`config.mk`:
```
export PLATFORM = sky130hd
export DESIGN_NAME = pdsc_top
export DESIGN_NICKNAME = d
export VERILOG_FILES = /design/src/common/pdsc_pkg.sv /design/src/core/pdsc_top.sv
export SDC_FILE = /design/constraint.sdc
export NUM_CORES = 1
export LEC_CHECK = 0
export BUFFER_PORTS_ARGS = -buffer_cell sky130_fd_sc_hd__buf_2
export CELL_PAD_IN_SITES_DETAIL_PLACEMENT = 1
export CELL_PAD_IN_SITES_GLOBAL_PLACEMENT = 1
export CORE_MARGIN = 2
export CORE_UTILIZATION = 35
export CTS_CLUSTER_SIZE = 14
export DETAILED_ROUTE_END_ITERATION = 16
export GPL_ROUTABILITY_DRIVEN = 0
export GPL_TIMING_DRIVEN = 0
export PLACE_DENSITY = 0.85
export RECOVER_POWER = 50
export SLEW_MARGIN = 25
export SYNTH_ARGS = -nofsm -noshare
export SYNTH_HDL_FRONTEND = slang
export SYNTH_SLANG_ARGS = --single-unit
```
`constraint.sdc`:
```
create_clock -name clk -period 3.76 [get_ports clk]
set_input_delay 0.188 -clock clk [delete_from_list [all_inputs] [get_ports clk]]
set_output_delay 0.188 -clock clk [all_outputs]
set_load 0.1 [all_outputs]
```
`src/common/pdsc_pkg.sv`:
```
// Constants, register map and types of the standby power-domain controller.
package pdsc_pkg;

    // Register bus geometry, and the domain, RAM and performance-level widths.
    localparam int ADDR_W = 8;
    localparam int DATA_W = 32;
    localparam int NUM_DOM = 3;
    localparam int NUM_RAM = 2;
    localparam int PERF_W = 2;

    // Register offsets (byte addresses).
    localparam logic [ADDR_W-1:0] CFG_OFFSET = 8'h00;
    localparam logic [ADDR_W-1:0] STATUS_OFFSET = 8'h04;

    // RAM indices, and domain indices of the RAMs and of the non-volatile memory.
    localparam int LP_RAM = 0;
    localparam int MAIN_RAM = 1;
    localparam int LP_RAM_DOM = 1;
    localparam int MAIN_RAM_DOM = 2;
    localparam int NVM_DOM = 2;
    localparam int TOP_DOM = 2;

    // Domain force configuration codes.
    localparam logic [1:0] FORCE_AUTO = 2'h0;
    localparam logic [1:0] FORCE_LOW = 2'h1;
    localparam logic [1:0] FORCE_LOW_MID = 2'h2;
    localparam logic [1:0] FORCE_ALL = 2'h3;

    // Domain link select bits: bit 0 ties middle to lowest, bit 1 ties highest to middle.
    localparam int LINK_MID_BIT = 0;
    localparam int LINK_TOP_BIT = 1;

    // RAM bias mode codes.
    localparam logic [1:0] BIAS_RETAIN = 2'h0;
    localparam logic [1:0] BIAS_STANDBY = 2'h1;
    localparam logic [1:0] BIAS_OFF_STANDBY = 2'h2;
    localparam logic [1:0] BIAS_OFF_RETAIN = 2'h3;

    // Regulator standby select codes.
    localparam logic [1:0] REG_AUTO = 2'h0;
    localparam logic [1:0] REG_PERFORMANCE = 2'h1;
    localparam logic [1:0] REG_LOW_POWER = 2'h2;

    // Memory sleep power codes.
    localparam logic [1:0] MSP_AUTO = 2'h0;

    // Standby configuration register contents.
    typedef struct packed {
        logic [1:0] memory_sleep_power;
        logic [1:0] regulator_standby_select;
        logic [1:0] main_ram_bias;
        logic [1:0] low_power_ram_bias;
        logic [1:0] domain_link_select;
        logic [1:0] domain_force_config;
    } pdsc_cfg_t;

    localparam int CFG_W = 12;
    localparam logic [CFG_W-1:0] CFG_RESET = 12'h000;

    // Controller state, one-hot.
    typedef enum logic [2:0] {
        PDSC_RUN = 3'b001,
        PDSC_STANDBY = 3'b010,
        PDSC_WAKE = 3'b100
    } pdsc_state_t;

    // Status register contents.
    typedef struct packed {
        logic [2:0] state;
        logic nvm_low_power;
        logic regulator_low_power;
        logic [NUM_DOM-1:0] retained;
    } pdsc_status_t;

    localparam int STATUS_W = 8;

endpackage

```
`src/core/pdsc_top.sv`:
```
// Standby power-domain controller: domain gating, RAM bias, NVM and regulator selection.
// Functional notes
// - Standby entry with no activity retains all three switchable domains.
// - Leaving standby returns every switchable domain to active.
// - A running peripheral keeps its domain and all lower domains active.
// - An active domain may wake a retained higher domain, later retired again.
// - NVM is low power whenever the highest domain is retained.
// - In standby or idle, NVM is low power when unaccessed, per sleep-power field.
// - Software force field overrides automatic retention; forced states are honoured.
// - A linked higher domain stays active while its lower partner is active.
// - With dynamic gating and linking, middle domain tracks the lowest domain.
// - By default a RAM is back-biased in standby when its domain is retained.
// - Bias field: 0 bias-if-retained, 1 bias-in-standby, 2 off-in-standby, 3 off-if-retained.
// - Standby DMA access needs its RAM domain active and bias field zero.
// - Standby with all domains retained uses the low-power regulator.
// - Standby background tasks on generic or bus clocks use the main regulator.
// - Regulator field with a domain active: 0 automatic, 1 main, 2 low power.
// - Slow 32 kHz oscillator activity alone is not background activity.
// - Background tasks use the active-mode performance level and regulator type.
// - After a background task the chip wakes on interrupt or stays in standby.
// - Wake restores middle domain before highest, before the processor runs.
//
// Design decisions made here: the strobed register port and the address map.
`timescale 1ns/1ps
`default_nettype none

module pdsc_top (
    // Clock and reset
    input wire logic clk,
    input wire logic resetn,
    // Register port
    input wire logic [pdsc_pkg::ADDR_W-1:0] reg_addr,
    input wire logic [pdsc_pkg::DATA_W-1:0] reg_wdata,
    input wire logic reg_write,
    input wire logic reg_read,
    output logic [pdsc_pkg::DATA_W-1:0] reg_rdata,
    // Sleep control
    input wire logic standby_request,
    input wire logic idle_sleep,
    input wire logic wake_request,
    output logic cpu_run,
    // Domain activity requests
    input wire logic [pdsc_pkg::NUM_DOM-1:0] run_in_standby,
    input wire logic [pdsc_pkg::NUM_DOM-1:0] background_active,
    input wire logic [pdsc_pkg::NUM_DOM-1:0] dynamic_request,
    input wire logic bg_fast_clock,
    output logic [pdsc_pkg::NUM_DOM-1:0] domain_retained,
    // Memories
    input wire logic nvm_access,
    output logic nvm_low_power,
    output logic [pdsc_pkg::NUM_RAM-1:0] ram_back_bias,
    output logic [pdsc_pkg::NUM_RAM-1:0] ram_off,
    // DMA engine access, index 0 low-power SRAM, index 1 main SRAM
    input wire logic [pdsc_pkg::NUM_RAM-1:0] dma_request,
    output logic [pdsc_pkg::NUM_RAM-1:0] dma_grant,
    // Regulator and performance level
    input wire logic [pdsc_pkg::PERF_W-1:0] active_perf_level,
    input wire logic active_reg_switching,
    output logic use_lp_regulator,
    output logic [pdsc_pkg::PERF_W-1:0] sleepwalk_perf_level,
    output logic sleepwalk_reg_switching
);

    logic [1:0] rst_sync;
    logic rst_n;
    pdsc_pkg::pdsc_cfg_t cfg;
    pdsc_pkg::pdsc_state_t state;
    pdsc_pkg::pdsc_state_t next_state;
    pdsc_pkg::pdsc_status_t status;
    logic [pdsc_pkg::NUM_DOM-1:0] next_retained;
    logic [pdsc_pkg::NUM_DOM-1:0] static_need;
    logic [pdsc_pkg::NUM_DOM-1:0] dynamic_need;
    logic [pdsc_pkg::NUM_DOM-1:0] forced_need;
    logic [pdsc_pkg::NUM_DOM-1:0] need;
    logic [pdsc_pkg::NUM_DOM-1:0] target_retained;
    logic in_standby;
    logic sleeping;
    logic next_lp_regulator;
    logic next_nvm_low_power;
    logic [1:0] ram_bias_sel [pdsc_pkg::NUM_RAM];
    logic [pdsc_pkg::NUM_RAM-1:0] ram_domain_retained;
    logic [pdsc_pkg::NUM_RAM-1:0] next_ram_back_bias;
    logic [pdsc_pkg::NUM_RAM-1:0] next_ram_off;

    // The external reset is released through two flops so that the release is synchronous.
    always_ff @(posedge clk or negedge resetn)
    begin
        if (!resetn)
        begin
            rst_sync <= 2'b00;
        end
        else
        begin
            rst_sync <= {rst_sync[0], 1'b1};
        end
    end

    assign rst_n = rst_sync[1];

    assign in_standby = (state == pdsc_pkg::PDSC_STANDBY);
    assign sleeping = in_standby || ((state == pdsc_pkg::PDSC_RUN) && idle_sleep);

    // Standby configuration register.
    always_ff @(posedge clk or negedge rst_n)
    begin
        if (!rst_n)
        begin
            cfg <= pdsc_pkg::CFG_RESET;
        end
        else if (reg_write && (reg_addr == pdsc_pkg::CFG_OFFSET))
        begin
            cfg <= reg_wdata[pdsc_pkg::CFG_W-1:0];
        end
    end

    assign status.state = state;
    assign status.nvm_low_power = nvm_low_power;
    assign status.regulator_low_power = use_lp_regulator;
    assign status.retained = domain_retained;

    // Read data stand only in the cycle after the read strobe; unmapped reads return zero.
    always_ff @(posedge clk or negedge rst_n)
    begin
        if (!rst_n)
        begin
            reg_rdata <= '0;
        end
        else if (reg_read && (reg_addr == pdsc_pkg::CFG_OFFSET))
        begin
            reg_rdata <= {{(pdsc_pkg::DATA_W-pdsc_pkg::CFG_W){1'b0}}, cfg};
        end
        else if (reg_read && (reg_addr == pdsc_pkg::STATUS_OFFSET))
        begin
            reg_rdata <= {{(pdsc_pkg::DATA_W-pdsc_pkg::STATUS_W){1'b0}}, status};
        end
        else
        begin
            reg_rdata <= '0;
        end
    end

    // Work out which domains must stay active in standby.
    always_comb
    begin
        static_need = '0;
        dynamic_need = '0;
        forced_need = '0;
        need = '0;
        static_need[2] = run_in_standby[2] | background_active[2];
        static_need[1] = run_in_standby[1] | background_active[1] | static_need[2];
        static_need[0] = run_in_standby[0] | background_active[0] | static_need[1];
        dynamic_need[1] = dynamic_request[1] & static_need[0];
        dynamic_need[2] = dynamic_request[2] & (static_need[0] | static_need[1]);
        forced_need[0] = (cfg.domain_force_config != pdsc_pkg::FORCE_AUTO);
        forced_need[1] = (cfg.domain_force_config == pdsc_pkg::FORCE_LOW_MID)
            || (cfg.domain_force_config == pdsc_pkg::FORCE_ALL);
        forced_need[2] = (cfg.domain_force_config == pdsc_pkg::FORCE_ALL);
        need = static_need | dynamic_need | forced_need;
        need[1] = need[1] | (need[0] & cfg.domain_link_select[pdsc_pkg::LINK_MID_BIT]);
        need[2] = need[2] | (need[1] & cfg.domain_link_select[pdsc_pkg::LINK_TOP_BIT]);
        need[1] = need[1] | need[2];
        need[0] = need[0] | need[1];
    end

    assign target_retained = in_standby ? ~need : '0;

    // One domain moves per cycle. Activation picks the lowest domain and retirement the highest,
    // so with a monotone target no lower domain is ever retained under an active higher one.
    always_comb
    begin
        logic done;
        done = 1'b0;
        next_retained = domain_retained;
        for (int i = 0; i < pdsc_pkg::NUM_DOM; i++)
        begin
            if (!done && domain_retained[i] && !target_retained[i])
            begin
                next_retained[i] = 1'b0;
                done = 1'b1;
            end
        end
        for (int i = pdsc_pkg::NUM_DOM - 1; i >= 0; i--)
        begin
            if (!done && !domain_retained[i] && target_retained[i])
            begin
                next_retained[i] = 1'b1;
                done = 1'b1;
            end
        end
    end

    always_ff @(posedge clk or negedge rst_n)
    begin
        if (!rst_n)
        begin
            domain_retained <= '0;
        end
        else
        begin
            domain_retained <= next_retained;
        end
    end

    // Sleep state sequencing.
    always_comb
    begin
        next_state = state;
        unique case (state)
            pdsc_pkg::PDSC_RUN:
            begin
                if (standby_request)
                begin
                    next_state = pdsc_pkg::PDSC_STANDBY;
                end
            end
            pdsc_pkg::PDSC_STANDBY:
            begin
                if (wake_request)
                begin
                    next_state = pdsc_pkg::PDSC_WAKE;
                end
            end
            pdsc_pkg::PDSC_WAKE:
            begin
                if (domain_retained == '0)
                begin
                    next_state = pdsc_pkg::PDSC_RUN;
                end
            end
            default:
            begin
                next_state = pdsc_pkg::PDSC_WAKE;
            end
        endcase
    end

    always_ff @(posedge clk or negedge rst_n)
    begin
        if (!rst_n)
        begin
            state <= pdsc_pkg::PDSC_RUN;
        end
        else
        begin
            state <= next_state;
        end
    end

    always_ff @(posedge clk or negedge rst_n)
    begin
        if (!rst_n)
        begin
            cpu_run <= 1'b1;
        end
        else
        begin
            cpu_run <= (next_state == pdsc_pkg::PDSC_RUN);
        end
    end

    // Regulator choice. The caller raises bg_fast_clock only for generic or bus clock activity.
    always_comb
    begin
        next_lp_regulator = 1'b0;
        if (!in_standby)
        begin
            next_lp_regulator = 1'b0;
        end
        else if (&domain_retained)
        begin
            next_lp_regulator = 1'b1;
        end
        else
        begin
            case (cfg.regulator_standby_select)
                pdsc_pkg::REG_PERFORMANCE: next_lp_regulator = 1'b0;
                pdsc_pkg::REG_LOW_POWER: next_lp_regulator = 1'b1;
                default: next_lp_regulator = !bg_fast_clock;
            endcase
        end
    end

    always_ff @(posedge clk or negedge rst_n)
    begin
        if (!rst_n)
        begin
            use_lp_regulator <= 1'b0;
        end
        else
        begin
            use_lp_regulator <= next_lp_regulator;
        end
    end

    always_ff @(posedge clk or negedge rst_n)
    begin
        if (!rst_n)
        begin
            sleepwalk_perf_level <= '0;
            sleepwalk_reg_switching <= 1'b0;
        end
        else
        begin
            sleepwalk_perf_level <= active_perf_level;
            sleepwalk_reg_switching <= active_reg_switching;
        end
    end

    assign next_nvm_low_power = next_retained[pdsc_pkg::NVM_DOM]
        || (sleeping && !nvm_access && (cfg.memory_sleep_power == pdsc_pkg::MSP_AUTO));

    always_ff @(posedge clk or negedge rst_n)
    begin
        if (!rst_n)
        begin
            nvm_low_power <= 1'b0;
        end
        else
        begin
            nvm_low_power <= next_nvm_low_power;
        end
    end

    assign ram_bias_sel[pdsc_pkg::LP_RAM] = cfg.low_power_ram_bias;
    assign ram_bias_sel[pdsc_pkg::MAIN_RAM] = cfg.main_ram_bias;
    assign ram_domain_retained[pdsc_pkg::LP_RAM] = domain_retained[pdsc_pkg::LP_RAM_DOM];
    assign ram_domain_retained[pdsc_pkg::MAIN_RAM] = domain_retained[pdsc_pkg::MAIN_RAM_DOM];

    // Per-RAM bias, power and DMA access control.
    for (genvar j = 0; j < pdsc_pkg::NUM_RAM; j++)
    begin : g_ram
        always_comb
        begin
            next_ram_back_bias[j] = 1'b0;
            next_ram_off[j] = 1'b0;
            unique case (ram_bias_sel[j])
                pdsc_pkg::BIAS_RETAIN: next_ram_back_bias[j] = in_standby && ram_domain_retained[j];
                pdsc_pkg::BIAS_STANDBY: next_ram_back_bias[j] = in_standby;
                pdsc_pkg::BIAS_OFF_STANDBY: next_ram_off[j] = in_standby;
                pdsc_pkg::BIAS_OFF_RETAIN: next_ram_off[j] = in_standby && ram_domain_retained[j];
            endcase
        end

        always_ff @(posedge clk or negedge rst_n)
        begin
            if (!rst_n)
            begin
                ram_back_bias[j] <= 1'b0;
                ram_off[j] <= 1'b0;
            end
            else
            begin
                ram_back_bias[j] <= next_ram_back_bias[j];
                ram_off[j] <= next_ram_off[j];
            end
        end

        // A retained RAM domain never serves DMA, even in the wake sequence.
        // standby DMA gating
        assign dma_grant[j] = dma_request[j] && !ram_domain_retained[j]
            && (!in_standby || (ram_bias_sel[j] == pdsc_pkg::BIAS_RETAIN));
    end

endmodule

`default_nettype wire

```
=== Yosys cells after proc, flatten, opt, wreduce, memory -nomap -nowiden ===
Cells that the tools add are included.

* Input bits: 63
* Register bits: 62
* Logic and storage cells: 129

* Mux-type cells: 25
* Bitwise logic cells: 17
* Equal/unequal tests: 15
* Reduce and logical (&&, ||, !) cells: 51

{| class="wikitable"
|+ Operator list
! kind !! count
|-
| 2-to-1 mux 32 bit || 1
|-
| logical AND 1 bit || 23
|-
| == test 2 bit (second input constant) || 7
|-
| logical NOT 1 bit || 14
|-
| 2-to-1 mux 1 bit || 13
|-
| 2-to-1 mux 3 bit || 4
|-
| bitwise OR 1 bit || 10
|-
| case mux 1 bit (2 select lines) || 5
|-
| case mux 3 bit (3 select lines) || 1
|-
| == test 8 x 3 -> 1 bit (second input constant) || 1
|-
| logical NOT 8 bit || 1
|-
| 2-to-1 mux 8 bit || 1
|-
| == test 2 x 1 -> 1 bit (second input constant) || 3
|-
| == test 3 x 1 -> 1 bit (second input constant) || 2
|-
| logical NOT 2 bit || 3
|-
| bitwise OR 3 bit || 2
|-
| nonzero test 2 bit || 3
|-
| logical OR 1 bit || 5
|-
| AND 1 bit || 4
|-
| == test 3 x 2 -> 1 bit (second input constant) || 1
|-
| == test 3 bit (second input constant) || 1
|-
| logical NOT 3 bit || 1
|-
| NOT 3 bit || 1
|-
| AND reduction 3 bit || 1
|}

=== Logic depth before layout (Yosys ltp) ===
Gate-level depths: netlist of run 1.

* Depth in word-level cells: 38
* Depth in mapped cells: 6
* Gate-level depth less buffers: 5

=== Least setup slack after synthesis of run 1 ===
No wires, ideal clock.

* Path type: register to output
* Start point: register domain_retained[1] (netlist bit)
* End point: output port dma_grant[0] (netlist bit)
* Stages on the path, launching flop included: 3
* Buffers on the path: 1
* Slack: 1,675 ps
* Arrival: 1,897 ps
* Cells stage by stage: dfrtp_1 clkbuf_1 and3b_1

* Longest elaborated chain between the ends: 3

{| class="wikitable"
|+ RTL lines
! item !! line !! RTL
|-
| from (decl) || pdsc_top.sv:47 || <nowiki>output logic [pdsc_pkg::NUM_DOM-1:0] domain_retained,</nowiki>
|-
| from (signal assigned) || pdsc_top.sv:200 || <nowiki>domain_retained <= next_retained;</nowiki>
|-
| logical NOT 1 bit || pdsc_top.sv:360 || <nowiki>assign dma_grant[j] = dma_request[j] && !ram_domain_retained[j]</nowiki>
|-
| logical AND 1 bit || pdsc_top.sv:360 ||
|-
| logical AND 1 bit || pdsc_top.sv:361 || <nowiki>&& (!in_standby || (ram_bias_sel[j] == pdsc_pkg::BIAS_RETAIN));</nowiki>
|-
| to (decl) || pdsc_top.sv:55 || <nowiki>output logic [pdsc_pkg::NUM_RAM-1:0] dma_grant,</nowiki>
|}

Every way passes these cells.

=== Worst setup path after layout of run 1 ===
* Start point: register state[2]
* End point: output port dma_grant[1] (netlist bit)

* Longest elaborated chain between the ends: 4

{| class="wikitable"
|+ RTL lines
! item !! line !! RTL
|-
| from (decl) || pdsc_top.sv:67 || <nowiki>pdsc_pkg::pdsc_state_t state;</nowiki>
|-
| from (signal assigned) || pdsc_top.sv:241 || <nowiki>state <= pdsc_pkg::PDSC_RUN;</nowiki>
|-
| from (signal assigned) || pdsc_top.sv:245 || <nowiki>state <= next_state;</nowiki>
|-
| == test 3 x 2 -> 1 bit || pdsc_top.sv:100 || <nowiki>assign in_standby = (state == pdsc_pkg::PDSC_STANDBY);</nowiki>
|-
| logical NOT 1 bit || pdsc_top.sv:361 ||
|-
| logical OR 1 bit || pdsc_top.sv:361 ||
|-
| logical AND 1 bit || pdsc_top.sv:361 ||
|}

Every way passes these cells.

==> flow_metrics.env, run 1 <==
export IMPL_power_leakage_nw=1.36
export IMPL_maxCapViolCount=0
export IMPL_clock_sinks=42
export IMPL_ys_seq_area_frac=0.538
export IMPL_initial_core_util=0.360
export IMPL_vias=1537
export IMPL_total_power_mw=1.17
export IMPL_netSwitchingFraction=0.392
export IMPL_intPower_mw=0.713
export IMPL_synth_cell_types=35
export IMPL_path_cells="clkbuf_1 -> nor3b_1 -> o21ai_0 -> and3b_1 -> buf_2"
export IMPL_ctsHtreeMaxLevel=2
export IMPL_finish_utilization=0.475
export IMPL_crit_family="simple AND/OR/NAND/NOR gates"
export IMPL_required_ps=3570
export IMPL_dp_cells=331
export IMPL_clockBufferDepth=2
export IMPL_final_common_cell="buf_2"
export IMPL_min_period_ps=2290
export IMPL_critical_path_class="register to output port"
export IMPL_grtUsageTotal=0.162
export IMPL_setup_ws_ps=1470
export IMPL_io_buffers=68
export IMPL_fin_cells=343
export IMPL_ys_seq_elements=42
export IMPL_clk_pin_slew_ps=90
export IMPL_die_width_um=78.8
export IMPL_coreArea_um2=5440
export IMPL_critPathCaptureType="output port"
export IMPL_path_max_fanout=9
export IMPL_clkLatencyLatePin_ps=300
export IMPL_report_final_slew_viol_count=0
export IMPL_max_vdd_ir_drop_mv=0.155
export IMPL_cp_start_kind="register"
export IMPL_fp_row_count=27
export IMPL_period_share=0.608
export IMPL_power_frac_comb=0.304
export IMPL_wire_per_inst_um=13.7
export IMPL_hold_viol_final=0
export IMPL_synth_top_cell_area_share=0.512
export IMPL_place_hpwl_um=3720
export IMPL_synth_top_cells_by_area="dfrtp_1 51%, buf_4 7.7%, mux2_4 7.7%, nor2_1 4.2%, mux2i_1 4.1%"
export IMPL_crit_slowest_cell="nor3b_1"
export IMPL_p_switching_mw=0.459
export IMPL_rsz0062_at_grt="no"
export IMPL_drtPass1Iterations=4
export IMPL_hold_class="input pin to register"
export IMPL_grt_pass1_vias=1607
export IMPL_yosysTopAreaCell="dfrtp_1"
export IMPL_powerDensity_nw_per_um2=454
export IMPL_timing_clock_skew_ps=5.65
export IMPL_clockRootBuffer="clkbuf_8"
export IMPL_num_nets_final=334
export IMPL_dp_slack_ps=1530
export IMPL_place_area_um2=2480
export IMPL_syn_avg_cell_area_um2=11.4
export IMPL_cp_arrival_ps=2100
export IMPL_drive_gt1_frac=0.391
export IMPL_grt_overflow_total=0
export IMPL_ant_nets=0
export IMPL_fillCellCount=646
export IMPL_seq_power_share=0.437
export IMPL_maxSlewHeadroom=0.0690
export IMPL_finalSetupTns_ps=0
export IMPL_grt_pass1_wl_um=7640
export IMPL_syn2layout_area_growth_pct=32.0
export IMPL_drtIter0Drc=42
export IMPL_final_cell_mix="58 x buf_2, 40 x dfrtp_1, 22 x nor2_1, 21 x conb_1, 20 x buf_4"
export IMPL_cts_tree="done"
export IMPL_routed_wl_um=4710
export IMPL_tightestPinTransition_ps=1400
export IMPL_grt_start_max_net_pins=26
export IMPL_dieArea_um2=6210
export IMPL_clkPwrFrac=0.260
export IMPL_crit_path_max_incr_delay_ps=560
export IMPL_cts_inserted_buffers=5
export IMPL_netlist_instances=171
export IMPL_setup_violations_final=0
export IMPL_die_h_um=78.8
export IMPL_clock_fmax_mhz=438
export IMPL_fin_area_um2=2580
export IMPL_path_buf_inv=2
export IMPL_drc=0
export IMPL_status="finished clean"
export IMPL_yosys_warnings=0
export IMPL_viasPerCell=4.48
export IMPL_ios=110
export IMPL_diodes=0
export IMPL_syn_area_um2=1960
export IMPL_worst_hold_slack_ps=111
export IMPL_antenna_found_initial=0
[area by class of cell]
class	count	area (µm²)	share of cell area
timing repair buffer	73	372	0.144
clock inverter	3	25.0	0.00969
multi-input combinational	117	776	0.300
inverter	5	18.8	0.00726
sequential	42	1050	0.408
tap	72	90.1	0.0349
clock buffer	5	68.8	0.0266
buffer	26	180	0.0697
[cell families (layout without fill, tap and decap cells)]
logic type	after synthesis	count (layout)	share of synthesized area
compound gates	23	23	0.0691
xor+xnor	1	1	0.00448
fa+ha+maj	1	1	0.00639
buf+inv	31	112	0.102
flops	42	42	0.538
mux	21	21	0.135
other cells	2	21	0.00384
simple gates	50	50	0.141
[per-layer routing]
metal,vias to the layer above,GRT usage,share of wire
li1,745,-,-
met1,725,0.191,0.41
met2,61,0.283,0.51
met3,6,0.0455,0.068
met4,0,0.0526,0.010
met5,-,0,0
[flip-flops by register name (all words and copies together) (netlist names), 2 cells and up]
register              flops
ram_back_bias             2
cfg                      12
domain_retained           3
sleepwalk_perf_level      2
ram_off                   2
reg_rdata                12
state                     3
rst_sync                  2
[worst reg2reg max path, cell delays in order (launching register included)]
cell and delay, ps:
dfrtp_1 360, clkbuf_1 190, nor3b_1 560, nand4_1 270, o22ai_1 220, mux2_2 370, a21o_1 150
[worst paths after layout]
kind                              start  depth (start not counted)  slack (ps)                 endpoint
max                            state[2]                          5        1470             dma_grant[1]
min                        reg_wdata[9]                          2         110                   cfg[9]
max reg2reg                    state[2]                          6        1540            nvm_low_power
min reg2reg                 rst_sync[1]                          0         250  sleepwalk_perf_level[1]
max in group asynchronous   rst_sync[1]                          1        1820                 state[2]
min in group asynchronous        resetn                          2         210              rst_sync[1]
[what timing repair did]
item                                   CTS  global route
endpoints found under the hold margin    5             0
hold buffers                             4             0
resized for setup                        0             0
setup buffers                            0             0
[power by group through the flow]
stage / clock (mW) / combinational (mW) / sequential, mW
after floorplan: 0 / 0.212 / 0.596
after global placement: 0 / 0.343 / 0.525
after detailed placement: 0 / 0.357 / 0.522
after CTS: 0.313 / 0.361 / 0.513
after global routing: 0.333 / 0.384 / 0.517
final: 0.304 / 0.356 / 0.511
[cell usage after synthesis, drive strengths merged]
cell type,instances
ha,1
nor2,22
nand4,1
buf,21
dfrtp,40
dfstp,2
or4b,1
conb,2
mux2,13
o31ai,1
mux2i,8
or4,1
inv,5
a31oi,1
nor4,2
o41ai,1
a211oi,2
nand2,3
o22ai,1
or3,2
and3b,2
a41oi,1
a21o,1
nor3b,3
and2,3
nand3b,1
xor2,1
nand3,3
o21ai,11
nor3,6
a21oi,4
clkbuf,5
Power figures use the tool's default switching activity.
==> run 2, diff against run 1 <==
--- a/config.mk
+++ b/config.mk
@@ -9,12 +9,12 @@
 export CELL_PAD_IN_SITES_DETAIL_PLACEMENT = 1
 export CELL_PAD_IN_SITES_GLOBAL_PLACEMENT = 1
 export CORE_MARGIN = 2
-export CORE_UTILIZATION = 35
+export CORE_UTILIZATION = 32
 export CTS_CLUSTER_SIZE = 14
 export DETAILED_ROUTE_END_ITERATION = 16
 export GPL_ROUTABILITY_DRIVEN = 0
 export GPL_TIMING_DRIVEN = 0
-export PLACE_DENSITY = 0.85
+export PLACE_DENSITY = 0.79
 export RECOVER_POWER = 50
 export SLEW_MARGIN = 25
 export SYNTH_ARGS = -nofsm -noshare
==> constraint.sdc (replaced) <==
create_clock -name clk -period 2.25 [get_ports clk]
set_input_delay 0.1125 -clock clk [delete_from_list [all_inputs] [get_ports clk]]
set_output_delay 0.1125 -clock clk [all_outputs]
set_load 0.1 [all_outputs]
==> flow_metrics.env, run 2 (synthesis gave the netlist of run 1 again) <==
export IMPL_tightestPinTransition_ps=1180
export IMPL_timing_clock_skew_ps=7.27
export IMPL_grtUsageTotal=0.156
export IMPL_maxSlewHeadroom=0.218
export IMPL_clkLatencyLatePin_ps=300
export IMPL_final_common_cell="buf_2"
export IMPL_path_depth=5
export IMPL_seq_power_share=0.417
export IMPL_finalSetupTns_ps=0
export IMPL_grt_start_max_net_pins=30
export IMPL_die_h_um=82.2
export IMPL_grt_pass1_wl_um=7870
export IMPL_die_width_um=82.2
export IMPL_netSwitchingFraction=0.370
export IMPL_cts_setup_buffers=0
export IMPL_io_buffers=68
export IMPL_crit_end="dma_grant[0]"
export IMPL_fillCellCount=712
export IMPL_clockBufferDepth=2
export IMPL_r2r_start="state[2]"
export IMPL_cp_arrival_ps=1890
export IMPL_path_cells="clkbuf_1 -> nor3b_2 -> o21ai_0 -> and3b_1 -> buf_2"
export IMPL_status="finished clean"
export IMPL_drtPass1Iterations=4
export IMPL_power_frac_comb=0.293
export IMPL_clock_fmax_mhz=498
export IMPL_period_share=0.892
export IMPL_cts_inserted_buffers=5
export IMPL_ctsHtreeMaxLevel=2
export IMPL_rsz0062_at_grt="no"
export IMPL_grt_pass1_vias=1603
export IMPL_maxCapViolCount=0
export IMPL_viasPerCell=4.55
export IMPL_path_buf_inv=2
export IMPL_max_vdd_ir_drop_mv=0.409
export IMPL_reg2reg_to="nvm_low_power"
export IMPL_drtIter0Drc=52
export IMPL_syn2layout_area_growth_pct=33.3
export IMPL_reg_top3="cfg: 12 flops, reg_rdata: 12 flops"
export IMPL_reg2regPathDepth=6
export IMPL_clkPwrFrac=0.289
export IMPL_critPathCaptureType="output port"
export IMPL_initial_core_util=0.331
export IMPL_min_period_ps=2010
export IMPL_critical_path_class="register to output port"
export IMPL_final_cell_mix="58 x buf_2, 40 x dfrtp_1, 22 x nor2_1, 21 x conb_1, 20 x buf_4"
export IMPL_diodes=0
export IMPL_cp_startpoint="state[2]"
export IMPL_drc=0
export IMPL_setup_violations_final=0
export IMPL_hold_class="input pin to register"
export IMPL_place_hpwl_um=3710
export IMPL_clock_sinks=42
export IMPL_grt_overflow_total=0
export IMPL_reg2reg_slack_ps=270
export IMPL_clk_pin_slew_ps=80
export IMPL_power_leakage_nw=1.38
export IMPL_cts_tree="done"
export IMPL_crit_family="simple AND/OR/NAND/NOR gates"
export IMPL_cp_start_kind="register"
export IMPL_finish_utilization=0.441
export IMPL_intPower_mw=1.30
export IMPL_path_max_fanout=9
export IMPL_vias=1576
export IMPL_hold_viol_final=0
export IMPL_drive_gt1_frac=0.399
export IMPL_coreArea_um2=5920
export IMPL_p_switching_mw=0.760
export IMPL_powerDensity_nw_per_um2=788
export IMPL_clockRootBuffer="clkbuf_8"
export IMPL_report_final_slew_viol_count=0
export IMPL_wire_per_inst_um=13.9
export IMPL_ant_nets=0
export IMPL_routed_wl_um=4810
export IMPL_required_ps=2140
export IMPL_antenna_found_initial=0
export IMPL_fp_row_count=28
export IMPL_num_nets_final=334
export IMPL_crit_slowest_cell="dfrtp_1"
export IMPL_crit_path_max_incr_delay_ps=380
export IMPL_ios=110
export IMPL_dieArea_um2=6760
run 2: cell count changes in the layout (fill, tap and decap cells not counted):
cell        delta
clkbuf_2       +1
clkinv_2       +2
clkbuf_1       -1
inv_6          -1
clkinvlp_4     -1
nor3b_2        +1
nor3b_1        -1
clkinv_4       -1
bufinv_16      +1
run 2: power by group through the flow:
stage,Sequential (mW),Clock [mW],Combinational [mW]
floorplan,0.997,0,0.354
global placement,0.877,0,0.574
detailed placement,0.871,0,0.600
CTS,0.859,0.604,0.609
global route,0.867,0.645,0.651
finish,0.857,0.595,0.603
run 2: stage by stage:
stage	hold WS (ps)	setup slack (ps)	instances	area (µm²)	total power [mW]
detailed placement	-101	35.9	334	2480	1.47
global placement	-103	36.7	333	2460	1.45
floorplan	-183	240	190	2030	1.35
CTS	34.5	208	346	2640	2.07
finish	40.0	243	346	2610	2.06
global route	33.1	82.7	346	2610	2.16
run 2: repair_timing:
| item | 4_1_cts | 5_1_grt |
|---|---|---|
| endpoints found under the hold margin | 5 | 0 |
| hold buffers | 4 | 0 |
| resized for setup | 1 | 0 |
| endpoints found under the setup margin | 2 | 0 |
run 2: how the worst min path moves through the flow:
stage	start	to	cells after the start
after floorplan	resetn	rst_sync[0]	0
after global placement	resetn	rst_sync[0]	1
after detailed placement	resetn	rst_sync[0]	1
after CTS	reg_wdata[7]	cfg[7]	2
after global routing	reg_wdata[9]	cfg[9]	2
final	reg_wdata[9]	cfg[9]	2
run 2: layer usage:
metal,wire length [µm],vias up,part of all wire,GRT usage
li1,-,741,-,-
met1,1980,772,0.41,0.186
met2,2500,59,0.52,0.275
met3,311,4,0.065,0.0424
met4,24,0,0.0050,0.0467
met5,0,-,0,0
run 2: worst reg2reg max path, cell delays in order, from the launching register on:
cell,delay [ps]
dfrtp_1,380
clkbuf_1,210
nor3b_2,370
nand4_1,200
o22ai_1,180
mux2_2,380
a21o_1,160
run 2: final cells by class:
type / instances / area (µm²) / area share
sequential: 42 / 1050 / 0.404
multi-input combinational: 117 / 781 / 0.299
timing repair buffer: 73 / 373 / 0.143
buffer: 26 / 180 / 0.0691
tap: 75 / 93.8 / 0.0360
clock buffer: 5 / 68.8 / 0.0264
clock inverter: 3 / 40.0 / 0.0153
inverter: 5 / 18.8 / 0.00719
